## src/common/cmc_regs.svh

```systemverilog
// constants of the converter mode control register bank
// assumes one 200 MHz clock and a serial two-wire register port
`ifndef CMC_REGS_SVH
`define CMC_REGS_SVH
`define CMC_PERIPH_CTRL_OFS 8'h0C
`define CMC_PROC_CTRL_OFS 8'h0D
// arbitrary bus address of this device
`define CMC_DEV_ADDR 7'h48
`define CMC_PERIPH_CTRL_RST 8'h32
`define CMC_PROC_CTRL_RST 8'h68
`define CMC_FORCED_PWM_BIT 7
`define CMC_UVLO_HI 6
`define CMC_UVLO_LO 5
`define CMC_SLEEP_KIND_BIT 4
`define CMC_SLEEP_PIN_EN_BIT 3
`define CMC_PERIPH_DIS_BIT 2
`define CMC_PERIPH_V_HI 1
`define CMC_PERIPH_V_LO 0
`define CMC_PROC_OFF_BIT 7
`define CMC_PROC_V_HI 6
`define CMC_PROC_V_LO 4
`define CMC_PROC_SLP_HI 3
`define CMC_PROC_SLP_LO 2
`define CMC_MOTOR_BIT 1
`define CMC_PROC_DIS_BIT 0
`define CMC_BIT_COUNT 4'h8
`endif

```

## src/common/cmc_pkg.sv

```systemverilog
// types of the converter mode control register bank
// assumes nothing beyond the register header
`default_nettype none
package cmc_pkg;
  typedef enum logic [3:0] {
    ST_IDLE, ST_ADDR, ST_AACK, ST_PTR, ST_PACK, ST_WR, ST_WACK, ST_RD, ST_RACK
  } cmc_ser_state_t;
endpackage : cmc_pkg
`default_nettype wire

```

## src/hdl/cmc_top.sv

```systemverilog
// converter mode control registers with their two-wire serial slave
// assumes open-drain data line resolved outside, pins asynchronous to mclk_in
`include "cmc_regs.svh"
`default_nettype none
module cmc_top (
  input wire logic mclk_in,
  input wire logic rst_in,
  input wire logic scl_in,
  input wire logic sda_in,
  output logic sda_out,
  output logic sda_oe_out,
  input wire logic sleep_request_pin_in,
  input wire logic peripheral_default_pin_in,
  input wire logic processor_default_pin_in,
  output logic pfm_allowed_out,
  output logic [1:0] undervoltage_threshold_sel_out,
  output logic [1:0] peripheral_voltage_sel_out,
  output logic peripheral_enable_out,
  output logic peripheral_discharge_out,
  output logic [2:0] processor_voltage_sel_out,
  output logic processor_enable_out,
  output logic processor_discharge_out,
  output logic motor_drive_out,
  output logic wait_mode_out,
  output logic low_power_out
);
  // ****************************************
  // pin synchronisers
  // ****************************************
  logic [1:0] scl_s;
  logic [1:0] sda_s;
  logic [1:0] slp_s;
  logic [1:0] pdef_s;
  logic [1:0] cdef_s;
  logic scl_d;
  logic sda_d;
  always_ff @(posedge mclk_in) begin
    scl_s <= {scl_s[0], scl_in};
    sda_s <= {sda_s[0], sda_in};
    slp_s <= {slp_s[0], sleep_request_pin_in};
    pdef_s <= {pdef_s[0], peripheral_default_pin_in};
    cdef_s <= {cdef_s[0], processor_default_pin_in};
    scl_d <= scl_s[1];
    sda_d <= sda_s[1];
  end
  logic scl_rise;
  logic scl_fall;
  logic start_cond;
  logic stop_cond;
  assign scl_rise = scl_s[1] & ~scl_d;
  assign scl_fall = ~scl_s[1] & scl_d;
  assign start_cond = scl_s[1] & scl_d & sda_d & ~sda_s[1];
  assign stop_cond = scl_s[1] & scl_d & ~sda_d & sda_s[1];

  // ****************************************
  // register bank
  // ****************************************
  logic [7:0] periph_ctrl;
  logic [7:0] proc_ctrl;
  logic wr_pulse;
  logic [7:0] wr_addr;
  logic [7:0] wr_data;
  always_ff @(posedge mclk_in) begin
    if (rst_in) begin
      periph_ctrl <= `CMC_PERIPH_CTRL_RST | {7'h00, pdef_s[1]};
      proc_ctrl <= `CMC_PROC_CTRL_RST | {3'h0, cdef_s[1], 4'h0};
    end else if (wr_pulse) begin
      if (wr_addr == `CMC_PERIPH_CTRL_OFS) begin
        periph_ctrl <= wr_data;
      end
      if (wr_addr == `CMC_PROC_CTRL_OFS) begin
        proc_ctrl <= wr_data;
      end
    end
  end
  function automatic logic [7:0] read_reg(input logic [7:0] a, input logic [7:0] p1,
                                          input logic [7:0] p2);
    read_reg = 8'h00;
    if (a == `CMC_PERIPH_CTRL_OFS) begin
      read_reg = p1;
    end else if (a == `CMC_PROC_CTRL_OFS) begin
      read_reg = p2;
    end
  endfunction : read_reg

  // ****************************************
  // mode decode
  // ****************************************
  logic sleep_req;
  logic next_wait;
  logic next_lp;
  logic proc_off;
  assign sleep_req = slp_s[1] & periph_ctrl[`CMC_SLEEP_PIN_EN_BIT];
  assign next_wait = sleep_req & ~periph_ctrl[`CMC_SLEEP_KIND_BIT];
  assign next_lp = sleep_req & periph_ctrl[`CMC_SLEEP_KIND_BIT];
  assign proc_off = next_wait | (next_lp & proc_ctrl[`CMC_PROC_OFF_BIT]);
  logic [2:0] next_proc_v;
  always_comb begin
    if (next_lp) begin
      next_proc_v = {1'b0, proc_ctrl[`CMC_PROC_SLP_HI:`CMC_PROC_SLP_LO]};
    end else begin
      next_proc_v = proc_ctrl[`CMC_PROC_V_HI:`CMC_PROC_V_LO];
    end
  end

  // ****************************************
  // registered control outputs
  // ****************************************
  always_ff @(posedge mclk_in) begin
    if (rst_in) begin
      pfm_allowed_out <= 1'b1;
      undervoltage_threshold_sel_out <= 2'h0;
      peripheral_voltage_sel_out <= 2'h0;
      peripheral_enable_out <= 1'b1;
      peripheral_discharge_out <= 1'b0;
      processor_voltage_sel_out <= 3'h0;
      processor_enable_out <= 1'b1;
      processor_discharge_out <= 1'b0;
      motor_drive_out <= 1'b0;
      wait_mode_out <= 1'b0;
      low_power_out <= 1'b0;
    end else begin
      pfm_allowed_out <= ~periph_ctrl[`CMC_FORCED_PWM_BIT];
      undervoltage_threshold_sel_out <= periph_ctrl[`CMC_UVLO_HI:`CMC_UVLO_LO];
      peripheral_voltage_sel_out <= periph_ctrl[`CMC_PERIPH_V_HI:`CMC_PERIPH_V_LO];
      peripheral_enable_out <= ~next_wait;
      peripheral_discharge_out <= next_wait & periph_ctrl[`CMC_PERIPH_DIS_BIT];
      processor_voltage_sel_out <= next_proc_v;
      processor_enable_out <= ~proc_off;
      processor_discharge_out <= proc_off & proc_ctrl[`CMC_PROC_DIS_BIT];
      motor_drive_out <= proc_ctrl[`CMC_MOTOR_BIT];
      wait_mode_out <= next_wait;
      low_power_out <= next_lp;
    end
  end

  // ****************************************
  // serial slave
  // ****************************************
  cmc_pkg::cmc_ser_state_t st;
  logic [3:0] cnt;
  logic [7:0] shreg;
  logic [7:0] rbuf;
  logic [7:0] ptr;
  logic rw;
  logic [7:0] rd_cur;
  logic [7:0] rd_nxt;
  assign rd_cur = read_reg(ptr, periph_ctrl, proc_ctrl);
  assign rd_nxt = read_reg(ptr + 8'h01, periph_ctrl, proc_ctrl);
  always_ff @(posedge mclk_in) begin
    if (rst_in) begin
      st <= cmc_pkg::ST_IDLE;
      cnt <= 4'h0;
      shreg <= 8'h00;
      rbuf <= 8'h00;
      ptr <= 8'h00;
      rw <= 1'b0;
      sda_oe_out <= 1'b0;
      sda_out <= 1'b0;
      wr_pulse <= 1'b0;
      wr_addr <= 8'h00;
      wr_data <= 8'h00;
    end else begin
      wr_pulse <= 1'b0;
      if (stop_cond) begin
        st <= cmc_pkg::ST_IDLE;
        sda_oe_out <= 1'b0;
      end else if (start_cond) begin
        st <= cmc_pkg::ST_ADDR;
        cnt <= 4'h0;
        sda_oe_out <= 1'b0;
      end else if (scl_rise) begin
        shreg <= {shreg[6:0], sda_s[1]};
        cnt <= cnt + 4'h1;
      end else if (scl_fall) begin
        case (st)
          cmc_pkg::ST_ADDR: begin
            if (cnt == `CMC_BIT_COUNT) begin
              if (shreg[7:1] == `CMC_DEV_ADDR) begin
                sda_oe_out <= 1'b1;
                rw <= shreg[0];
                st <= cmc_pkg::ST_AACK;
              end else begin
                st <= cmc_pkg::ST_IDLE;
              end
            end
          end
          cmc_pkg::ST_AACK: begin
            cnt <= 4'h0;
            if (rw) begin
              rbuf <= rd_cur << 1;
              sda_oe_out <= ~rd_cur[7];
              st <= cmc_pkg::ST_RD;
            end else begin
              sda_oe_out <= 1'b0;
              st <= cmc_pkg::ST_PTR;
            end
          end
          cmc_pkg::ST_PTR: begin
            if (cnt == `CMC_BIT_COUNT) begin
              ptr <= shreg;
              sda_oe_out <= 1'b1;
              st <= cmc_pkg::ST_PACK;
            end
          end
          cmc_pkg::ST_PACK, cmc_pkg::ST_WACK: begin
            if (st == cmc_pkg::ST_WACK) begin
              ptr <= ptr + 8'h01;
            end
            sda_oe_out <= 1'b0;
            cnt <= 4'h0;
            st <= cmc_pkg::ST_WR;
          end
          cmc_pkg::ST_WR: begin
            if (cnt == `CMC_BIT_COUNT) begin
              wr_pulse <= 1'b1;
              wr_addr <= ptr;
              wr_data <= shreg;
              sda_oe_out <= 1'b1;
              st <= cmc_pkg::ST_WACK;
            end
          end
          cmc_pkg::ST_RD: begin
            if (cnt == `CMC_BIT_COUNT) begin
              sda_oe_out <= 1'b0;
              st <= cmc_pkg::ST_RACK;
            end else begin
              sda_oe_out <= ~rbuf[7];
              rbuf <= {rbuf[6:0], 1'b0};
            end
          end
          cmc_pkg::ST_RACK: begin
            cnt <= 4'h0;
            if (!shreg[0]) begin
              rbuf <= rd_nxt << 1;
              sda_oe_out <= ~rd_nxt[7];
              ptr <= ptr + 8'h01;
              st <= cmc_pkg::ST_RD;
            end else begin
              st <= cmc_pkg::ST_IDLE;
            end
          end
          default: begin
            sda_oe_out <= 1'b0;
          end
        endcase
      end
    end
  end

  logic rst_q;
  always_ff @(posedge mclk_in) begin
    rst_q <= rst_in;
  end
endmodule : cmc_top
`default_nettype wire
```

## config.mk

```make
export PLATFORM = sky130hd
export DESIGN_NAME = cmc_top
export DESIGN_NICKNAME = d
export VERILOG_FILES = /design/src/common/cmc_pkg.sv /design/src/hdl/cmc_top.sv
export VERILOG_INCLUDE_DIRS = /design/src /design/src/common
export SDC_FILE = /design/constraint.sdc
export NUM_CORES = 1
export LEC_CHECK = 0
export BUFFER_PORTS_ARGS = -buffer_cell sky130_fd_sc_hd__buf_2
export CORE_MARGIN = 2
export CORE_UTILIZATION = 38
export DETAILED_ROUTE_END_ITERATION = 10
export SETUP_SLACK_MARGIN = 0.1
export SYNTH_ARGS = -nofsm -noshare
export SYNTH_HDL_FRONTEND = slang
export SYNTH_SLANG_ARGS = --single-unit
export TNS_END_PERCENT = 10
```

## constraint.sdc

```tcl
create_clock -name mclk_in -period 2.9 [get_ports mclk_in]
set_input_delay 0.145 -clock mclk_in [delete_from_list [all_inputs] [get_ports mclk_in]]
set_output_delay 0.145 -clock mclk_in [all_outputs]
set_load 0.05 [all_outputs]
```

==> flow_summary.json, run 1 <==
{
  "wl_per_cell_um": 15.4,
  "io_buffers": 22,
  "antennaDiodeCount": 0,
  "final-setup-viol-count": 0,
  "slew_headroom": 0.479,
  "synth_top_family_by_area": "simple AND/OR/NAND/NOR gates",
  "path_clk_slew_ns": 0.07,
  "top_layer": "met4",
  "dr.first_iter.drc_count": 360,
  "period_share": 0.852,
  "ant_nets": 0,
  "holdWs_ns": 0.330,
  "place.gp.congestion": 0.851,
  "vias": 3460,
  "peakVddDrop_uv": 526,
  "antenna_found_initial": 0,
  "die_h_um": 111,
  "wl_met2_um": 4640,
  "synth_nets": 505,
  "max_freq_mhz": 405,
  "worstHoldStart": "pdef_s[0]$_DFF_P_",
  "drc": 0,
  "finalNonFillerCells": 646,
  "syn_inst": 490,
  "cts_tree": "yes",
  "cp_max_fo": 23,
  "synthToLayoutAreaGrowth_pct": 11.8,
  "synth-simple-area-share": 0.207,
  "drt-met1-wl_um": 4860,
  "r2r_cells": 5,
  "crit_arrival_ns": 2.76,
  "fin_nets": 513,
  "cts.htree.levels": 3,
  "nFillCells": 1134,
  "critPathLaunch": "st[2]$_SDFFE_PP0P_",
  "avgSynthCellArea_um2": 8.94,
  "fp.dieW_um": 111,
  "synthArstFlopShare": 0,
  "ys_ff_latch": 93,
  "cts_sinks": 93,
  "rsz0062_at_grt": "false",
  "maxSlewViolCount": 0,
  "cp-start-kind": "register",
  "tns_ns": 0,
  "final_hold_viol_count": 0,
  "clk_latency_ns": 0.35,
  "grt_pass1_vias": 3159,
  "placedCellCount": 625,
  "layout-drive-gt1-share": 0.125,
  "cts_buffers": 9,
  "grt.overflow.total": 0,
  "synth_compound_area_frac": 0.183,
  "netlist_area_mm2": 0.00438,
  "fin_skew_ns": 0.00803,
  "cp-end-kind": "register",
  "fin_area_mm2": 0.00490,
  "synth.area.mux_share": 0.0943,
  "p_leak_nw": 1.80,
  "maxCapViolCount": 0,
  "synthAdderAreaFrac": 0.0229,
  "yosys-top-cells-area": "dfxtp_1 42%, mux2i_1 8.9%, nor2_1 5.2%, nand2_1 3.9%, ha_1 2.3%",
  "hpwl_um": 6950,
  "status": "complete, no violations",
  "powerDensity_mw_per_mm2": 524,
  "period_minus_slack_ns": 2.47,
  "tightest_slew_ns": 0.782,
  "hold_class": "register to register",
  "dr.pass1.iters": 6,
  "io_pins": 24,
  "synthXorXnorAreaFrac": 0.0100,
  "final_core_util": 0.432,
  "grt_max_degree": 43,
  "synth-edff-count": 2,
  "seq_area_frac_synth": 0.430,
  "synth_top_area_share": 0.416,
  "core_mm2": 0.0113,
  "die_area_mm2": 0.0124,
  "r2r-start": "st[2]$_SDFFE_PP0P_",
  "path_class": "register to register",
  "grt_pass1_wl_um": 16200,
  "viasPerCell": 5.36,
  "ys_warn_count": 0,
  "met3WireLength_um": 393,
  "track_usage": 0.164,
  "whs_path_depth": 0,
  "cts_buffer_depth": 2,
  "drt-total-wl_um": 9970,
  "rows": 39,
  "place_area_mm2": 0.00456,
  "cts_resized": 0,
  "ys.flop_type": "dfxtp_1",
  "synth_cell_types": 69,
  "yosysTopAreaCell": "dfxtp_1",
  "start_util": 0.387,
  "cp.required_ns": 3.18,
  "cts_root_buffer": "clkbuf_16"
}
==> metal layers <==
metal,vias to the layer above,track usage
met4,0,0.0650
met5,-,0
li1,1757,-
met2,45,0.244
met1,1652,0.228
met3,6,0.0441
==> worst paths after layout <==
path / endpoint / slack [ns]
worst max-delay path: ptr[0]$_SDFFE_PP0P_ / 0.43
worst min-delay path: pdef_s[1]$_DFF_P_ / 0.33
worst max register to register: ptr[0]$_SDFFE_PP0P_ / 0.43
worst min register to register: pdef_s[1]$_DFF_P_ / 0.33
==> registers in the layout, summed over array words and instances, names as in the netlist, 2 cells and up <==
signal,flops
periph_ctrl,8
proc_ctrl,8
ptr,8
shreg,8
wr_addr,8
wr_data,8
rbuf,7
cnt,4
st,4
processor_voltage_sel_out,3
cdef_s,2
pdef_s,2
peripheral_voltage_sel_out,2
scl_s,2
sda_s,2
slp_s,2
undervoltage_threshold_sel_out,2
==> kinds of logic (layout without fill, tap and decap cells) <==
logic type,count (synthesis),after routing
flip-flops,93,93
multiplexers,41,41
XOR/XNOR,5,5
AO/OA/AOI/OAI,108,108
buffers and inverters,54,67
adder cells (fa/ha/maj),8,8
AND/OR/NAND/NOR,180,180
other,1,1
==> cell usage after synthesis (3+ instances only) <==
library cell / instances
buf_1: 4
a21o_1: 4
dfxtp_1: 91
and3b_1: 3
clkbuf_1: 22
a311oi_1: 6
buf_4: 3
and2_1: 4
nor3_1: 9
a22oi_1: 10
nor2b_1: 13
o21ai_0: 19
xnor2_1: 4
nand3_1: 8
a211o_1: 5
a211oi_1: 6
o32ai_1: 3
mux2i_1: 39
inv_1: 17
nand3b_1: 4
ha_1: 8
buf_2: 7
nand2_1: 45
a22o_1: 7
nand2b_1: 6
nor2_1: 61
or2_2: 3
a21oi_1: 18
o31ai_1: 4
==> report_power, final <==
group / internal, mW / switching (mW)
clock network: 0.599 / 0.534
logic: 0.0403 / 0.0764
registers: 1.30 / 0.0159
==> cells in the final DEF (no fill, tap or decap), types with 5 or more instances in the layout <==
cell,n
a211o_1,5
dlygate4sd3_1,5
a21oi_1,18
buf_4,7
mux2i_1,39
nor3_1,9
a22oi_1,10
a22o_1,7
ha_1,8
nor2b_1,13
dfxtp_1,91
clkbuf_16,9
o21ai_0,19
buf_2,22
a211oi_1,6
inv_1,17
nand2_1,45
a311oi_1,6
nand2b_1,6
nor2_1,61
nand3_1,8
==> worst max-delay path: stages, from the launching register on <==
cell and delay, ns:
dfxtp_1 0.53, nor4b_2 0.66, a211oi_1 0.08, or3_1 0.56, or3_1 0.42, a21oi_1 0.14
==> per-stage QoR <==
step / setup slack [ns] / total power, mW
6_report: 0.429 / 2.57
3_5_place_dp: 0.490 / 1.46
5_1_grt: 0.180 / 2.67
4_1_cts: 0.453 / 2.60
3_3_place_gp: 0.565 / 1.46
2_1_floorplan: 0.877 / 1.43
==> repair_timing <==
action	in CTS	in global routing
endpoints found under the setup margin	0	0
buffers inserted	0	0
hold buffers	5	0
hold endpoints to repair	5	0
==> final cells by class <==
cell class	count	area, um^2	share of cell area
clock inverter	6	56.3	0.0115
timing repair buffer	34	213	0.0434
tap	143	179	0.0365
multi-input combinational	343	2270	0.464
sequential	93	1880	0.384
inverter	17	63.8	0.0130
clock buffer	10	229	0.0468
Note: power is estimated with default switching activity, not from simulation.
==> run 2, diff against run 1 <==
--- a/config.mk
+++ b/config.mk
@@ -6,6 +6,7 @@
 export SDC_FILE = /design/constraint.sdc
 export NUM_CORES = 1
 export LEC_CHECK = 0
+export ABC_AREA = 1
 export BUFFER_PORTS_ARGS = -buffer_cell sky130_fd_sc_hd__buf_2
 export CORE_MARGIN = 2
 export CORE_UTILIZATION = 38
==> flow_summary.json, run 2 <==
{
  "viasPerCell": 5.07,
  "tns_ns": 0,
  "cts_buffer_depth": 2,
  "slowest_delay_ns": 0.69,
  "cts_buffers": 9,
  "synthArstFlopShare": 0,
  "peakVddDrop_uv": 468,
  "rows": 38,
  "track_usage": 0.177,
  "layout_common_cells": "91 x dfxtp_1, 90 x nand2_1, 72 x inv_1",
  "fin_skew_ns": 0.0142,
  "cp.required_ns": 3.24,
  "period_share": 0.750,
  "synth-edff-count": 2,
  "hpwl_um": 7270,
  "p_leak_nw": 2.00,
  "yosys-top-cells-count": "91 x dfxtp_1, 90 x nand2_1, 72 x inv_1",
  "crit_arrival_ns": 2.51,
  "critPathSlowestCell": "nor3_4",
  "cts.htree.levels": 3,
  "synthToLayoutAreaGrowth_pct": 11.4,
  "netlist_area_mm2": 0.00416,
  "worstPathCellList": "ha_1 > nand3_1 > nand3_1 > nor3_4 > inv_2 > nor2_1 > inv_1 > nand2_1 > o21ai_1 > inv_1",
  "layout-drive-gt1-share": 0.110,
  "dr.first_iter.drc_count": 256,
  "die_area_mm2": 0.0118,
  "vias": 3708,
  "dr.pass1.iters": 5,
  "wl_per_cell_um": 13.5,
  "grt_max_degree": 31,
  "cts_tree": "yes",
  "io_pins": 24,
  "placedCellCount": 710,
  "r2r-start": "scl_s[1]$_DFF_P_",
  "final-setup-viol-count": 0,
  "syn_inst": 561,
  "start_util": 0.387,
  "antenna_found_initial": 0,
  "ant_nets": 0,
  "worstHoldStart": "rst_in",
  "cts_sinks": 93,
  "grt_pass1_vias": 3427,
  "rsz0062_at_grt": "false",
  "maxSlewViolCount": 0,
  "yosysTopAreaCell": "dfxtp_1",
  "ys_warn_count": 0,
  "clk_latency_ns": 0.38,
  "cts_root_buffer": "clkbuf_8",
  "seq_area_frac_synth": 0.452,
  "grt.overflow.total": 0,
  "powerDensity_mw_per_mm2": 504,
  "ys.flop_type": "dfxtp_1",
  "final_common_cell": "dfxtp_1",
  "avgSynthCellArea_um2": 7.42,
  "yosysMostFrequentCell": "dfxtp_1",
  "yosys-top-cells-area": "dfxtp_1 44%, nand2_1 8.1%, o21ai_0 7.0%, inv_1 6.5%, a21oi_1 6.4%",
  "period_minus_slack_ns": 2.17,
  "drt-total-wl_um": 9870,
  "hold_class": "primary input to register",
  "drc": 0,
  "grt_pass1_wl_um": 16300,
  "finalNonFillerCells": 731,
  "synth_top_area_share": 0.438,
  "synth_nets": 576,
  "critPathLaunch": "scl_s[1]$_DFF_P_",
  "ys_ff_latch": 93,
  "max_freq_mhz": 460,
  "nFillCells": 1084,
  "antennaDiodeCount": 0,
  "path_class": "register to register",
  "cp-start-kind": "register",
  "fin_nets": 601,
  "core_mm2": 0.0107,
  "final_hold_viol_count": 0,
  "die_h_um": 109,
  "finalPower_mw": 2.33,
  "cp-end-kind": "register",
  "cp_max_fo": 28,
  "synth_cell_types": 41,
  "place.gp.congestion": 0.920,
  "maxCapViolCount": 0,
  "slew_headroom": 0.426,
  "fp.dieW_um": 109,
  "tightest_slew_ns": 0.858,
  "io_buffers": 22,
  "status": "complete, no violations",
  "path_clk_slew_ns": 0.11
}
==> run 2: worst max-delay path, delay by kind of cell, from the launching register on <==
family / cells / cell delay (ns)
compound gates: 1 / 0.07
fa+ha+maj: 1 / 0.21
buf+inv: 3 / 0.24
flops: 1 / 0.35
simple gates: 5 / 1.27
==> run 2: kinds of logic after synthesis <==
logic type	synth area share
adders and majority gates	0.0241
AOI/OAI and AO/OA	0.181
and+or+nand+nor	0.248
DFF	0.452
buffers and inverters	0.0896
other	0.000901
xor gates and xnor gates	0.00421
==> run 2: per-stage QoR <==
step	worst slack, ns	util	hold slack (ns)	cell area [um^2]
after floorplan	1.18	-	0.173	4160
after global placement	0.824	0.408	0.248	4390
after detailed placement	0.713	0.408	0.249	4390
after CTS	0.710	0.431	0.117	4630
after global routing	0.461	0.431	0.140	4630
final	0.726	0.431	0.132	4630
==> run 2: report_power, final <==
group          total [mW]  internal (mW)  leakage (nW)  switching, mW
clock network       0.860          0.343        0.0990          0.517
registers            1.33           1.31         0.762         0.0185
logic               0.147         0.0436          1.14          0.103
==> run 2: final cells by class <==
cell class / instances / area, um^2 / area share
tap: 140 / 175 / 0.0378
clock inverter: 7 / 75.1 / 0.0162
multi-input combinational: 373 / 1910 / 0.411
clock buffer: 9 / 124 / 0.0267
timing repair buffer: 28 / 168 / 0.0362
sequential: 93 / 1880 / 0.406
inverter: 81 / 304 / 0.0656
==> run 2: path summary, 6_finish.rpt <==
kind | slack (ns) | to | cells after the start
worst max-delay path | 0.73 | wr_data[0]$_SDFFE_PP0P_ | 10
worst min-delay path | 0.13 | peripheral_voltage_sel_out[1]$_SDFF_PP0_ | 2
worst max register to register | 0.73 | wr_data[0]$_SDFFE_PP0P_ | 10
worst min register to register | 0.33 | scl_s[1]$_DFF_P_ | 0
==> run 2: repair_timing <==
item / CTS / global route
endpoints found under the setup margin: 0 / 0
endpoints found under the hold margin: 5 / 0
buffers inserted: 0 / 0
resized for setup: 0 / 0
hold buffers: 5 / 0
==> run 2: metal layers <==
layer / share of wire / vias up / routed length (um) / GRT usage
li1: - / 1885 / - / -
met4: 0.032 / 0 / 315 / 0.0788
met3: 0.052 / 33 / 512 / 0.0377
met1: 0.44 / 1680 / 4350 / 0.212
met2: 0.48 / 110 / 4690 / 0.305
met5: 0 / - / 0 / 0
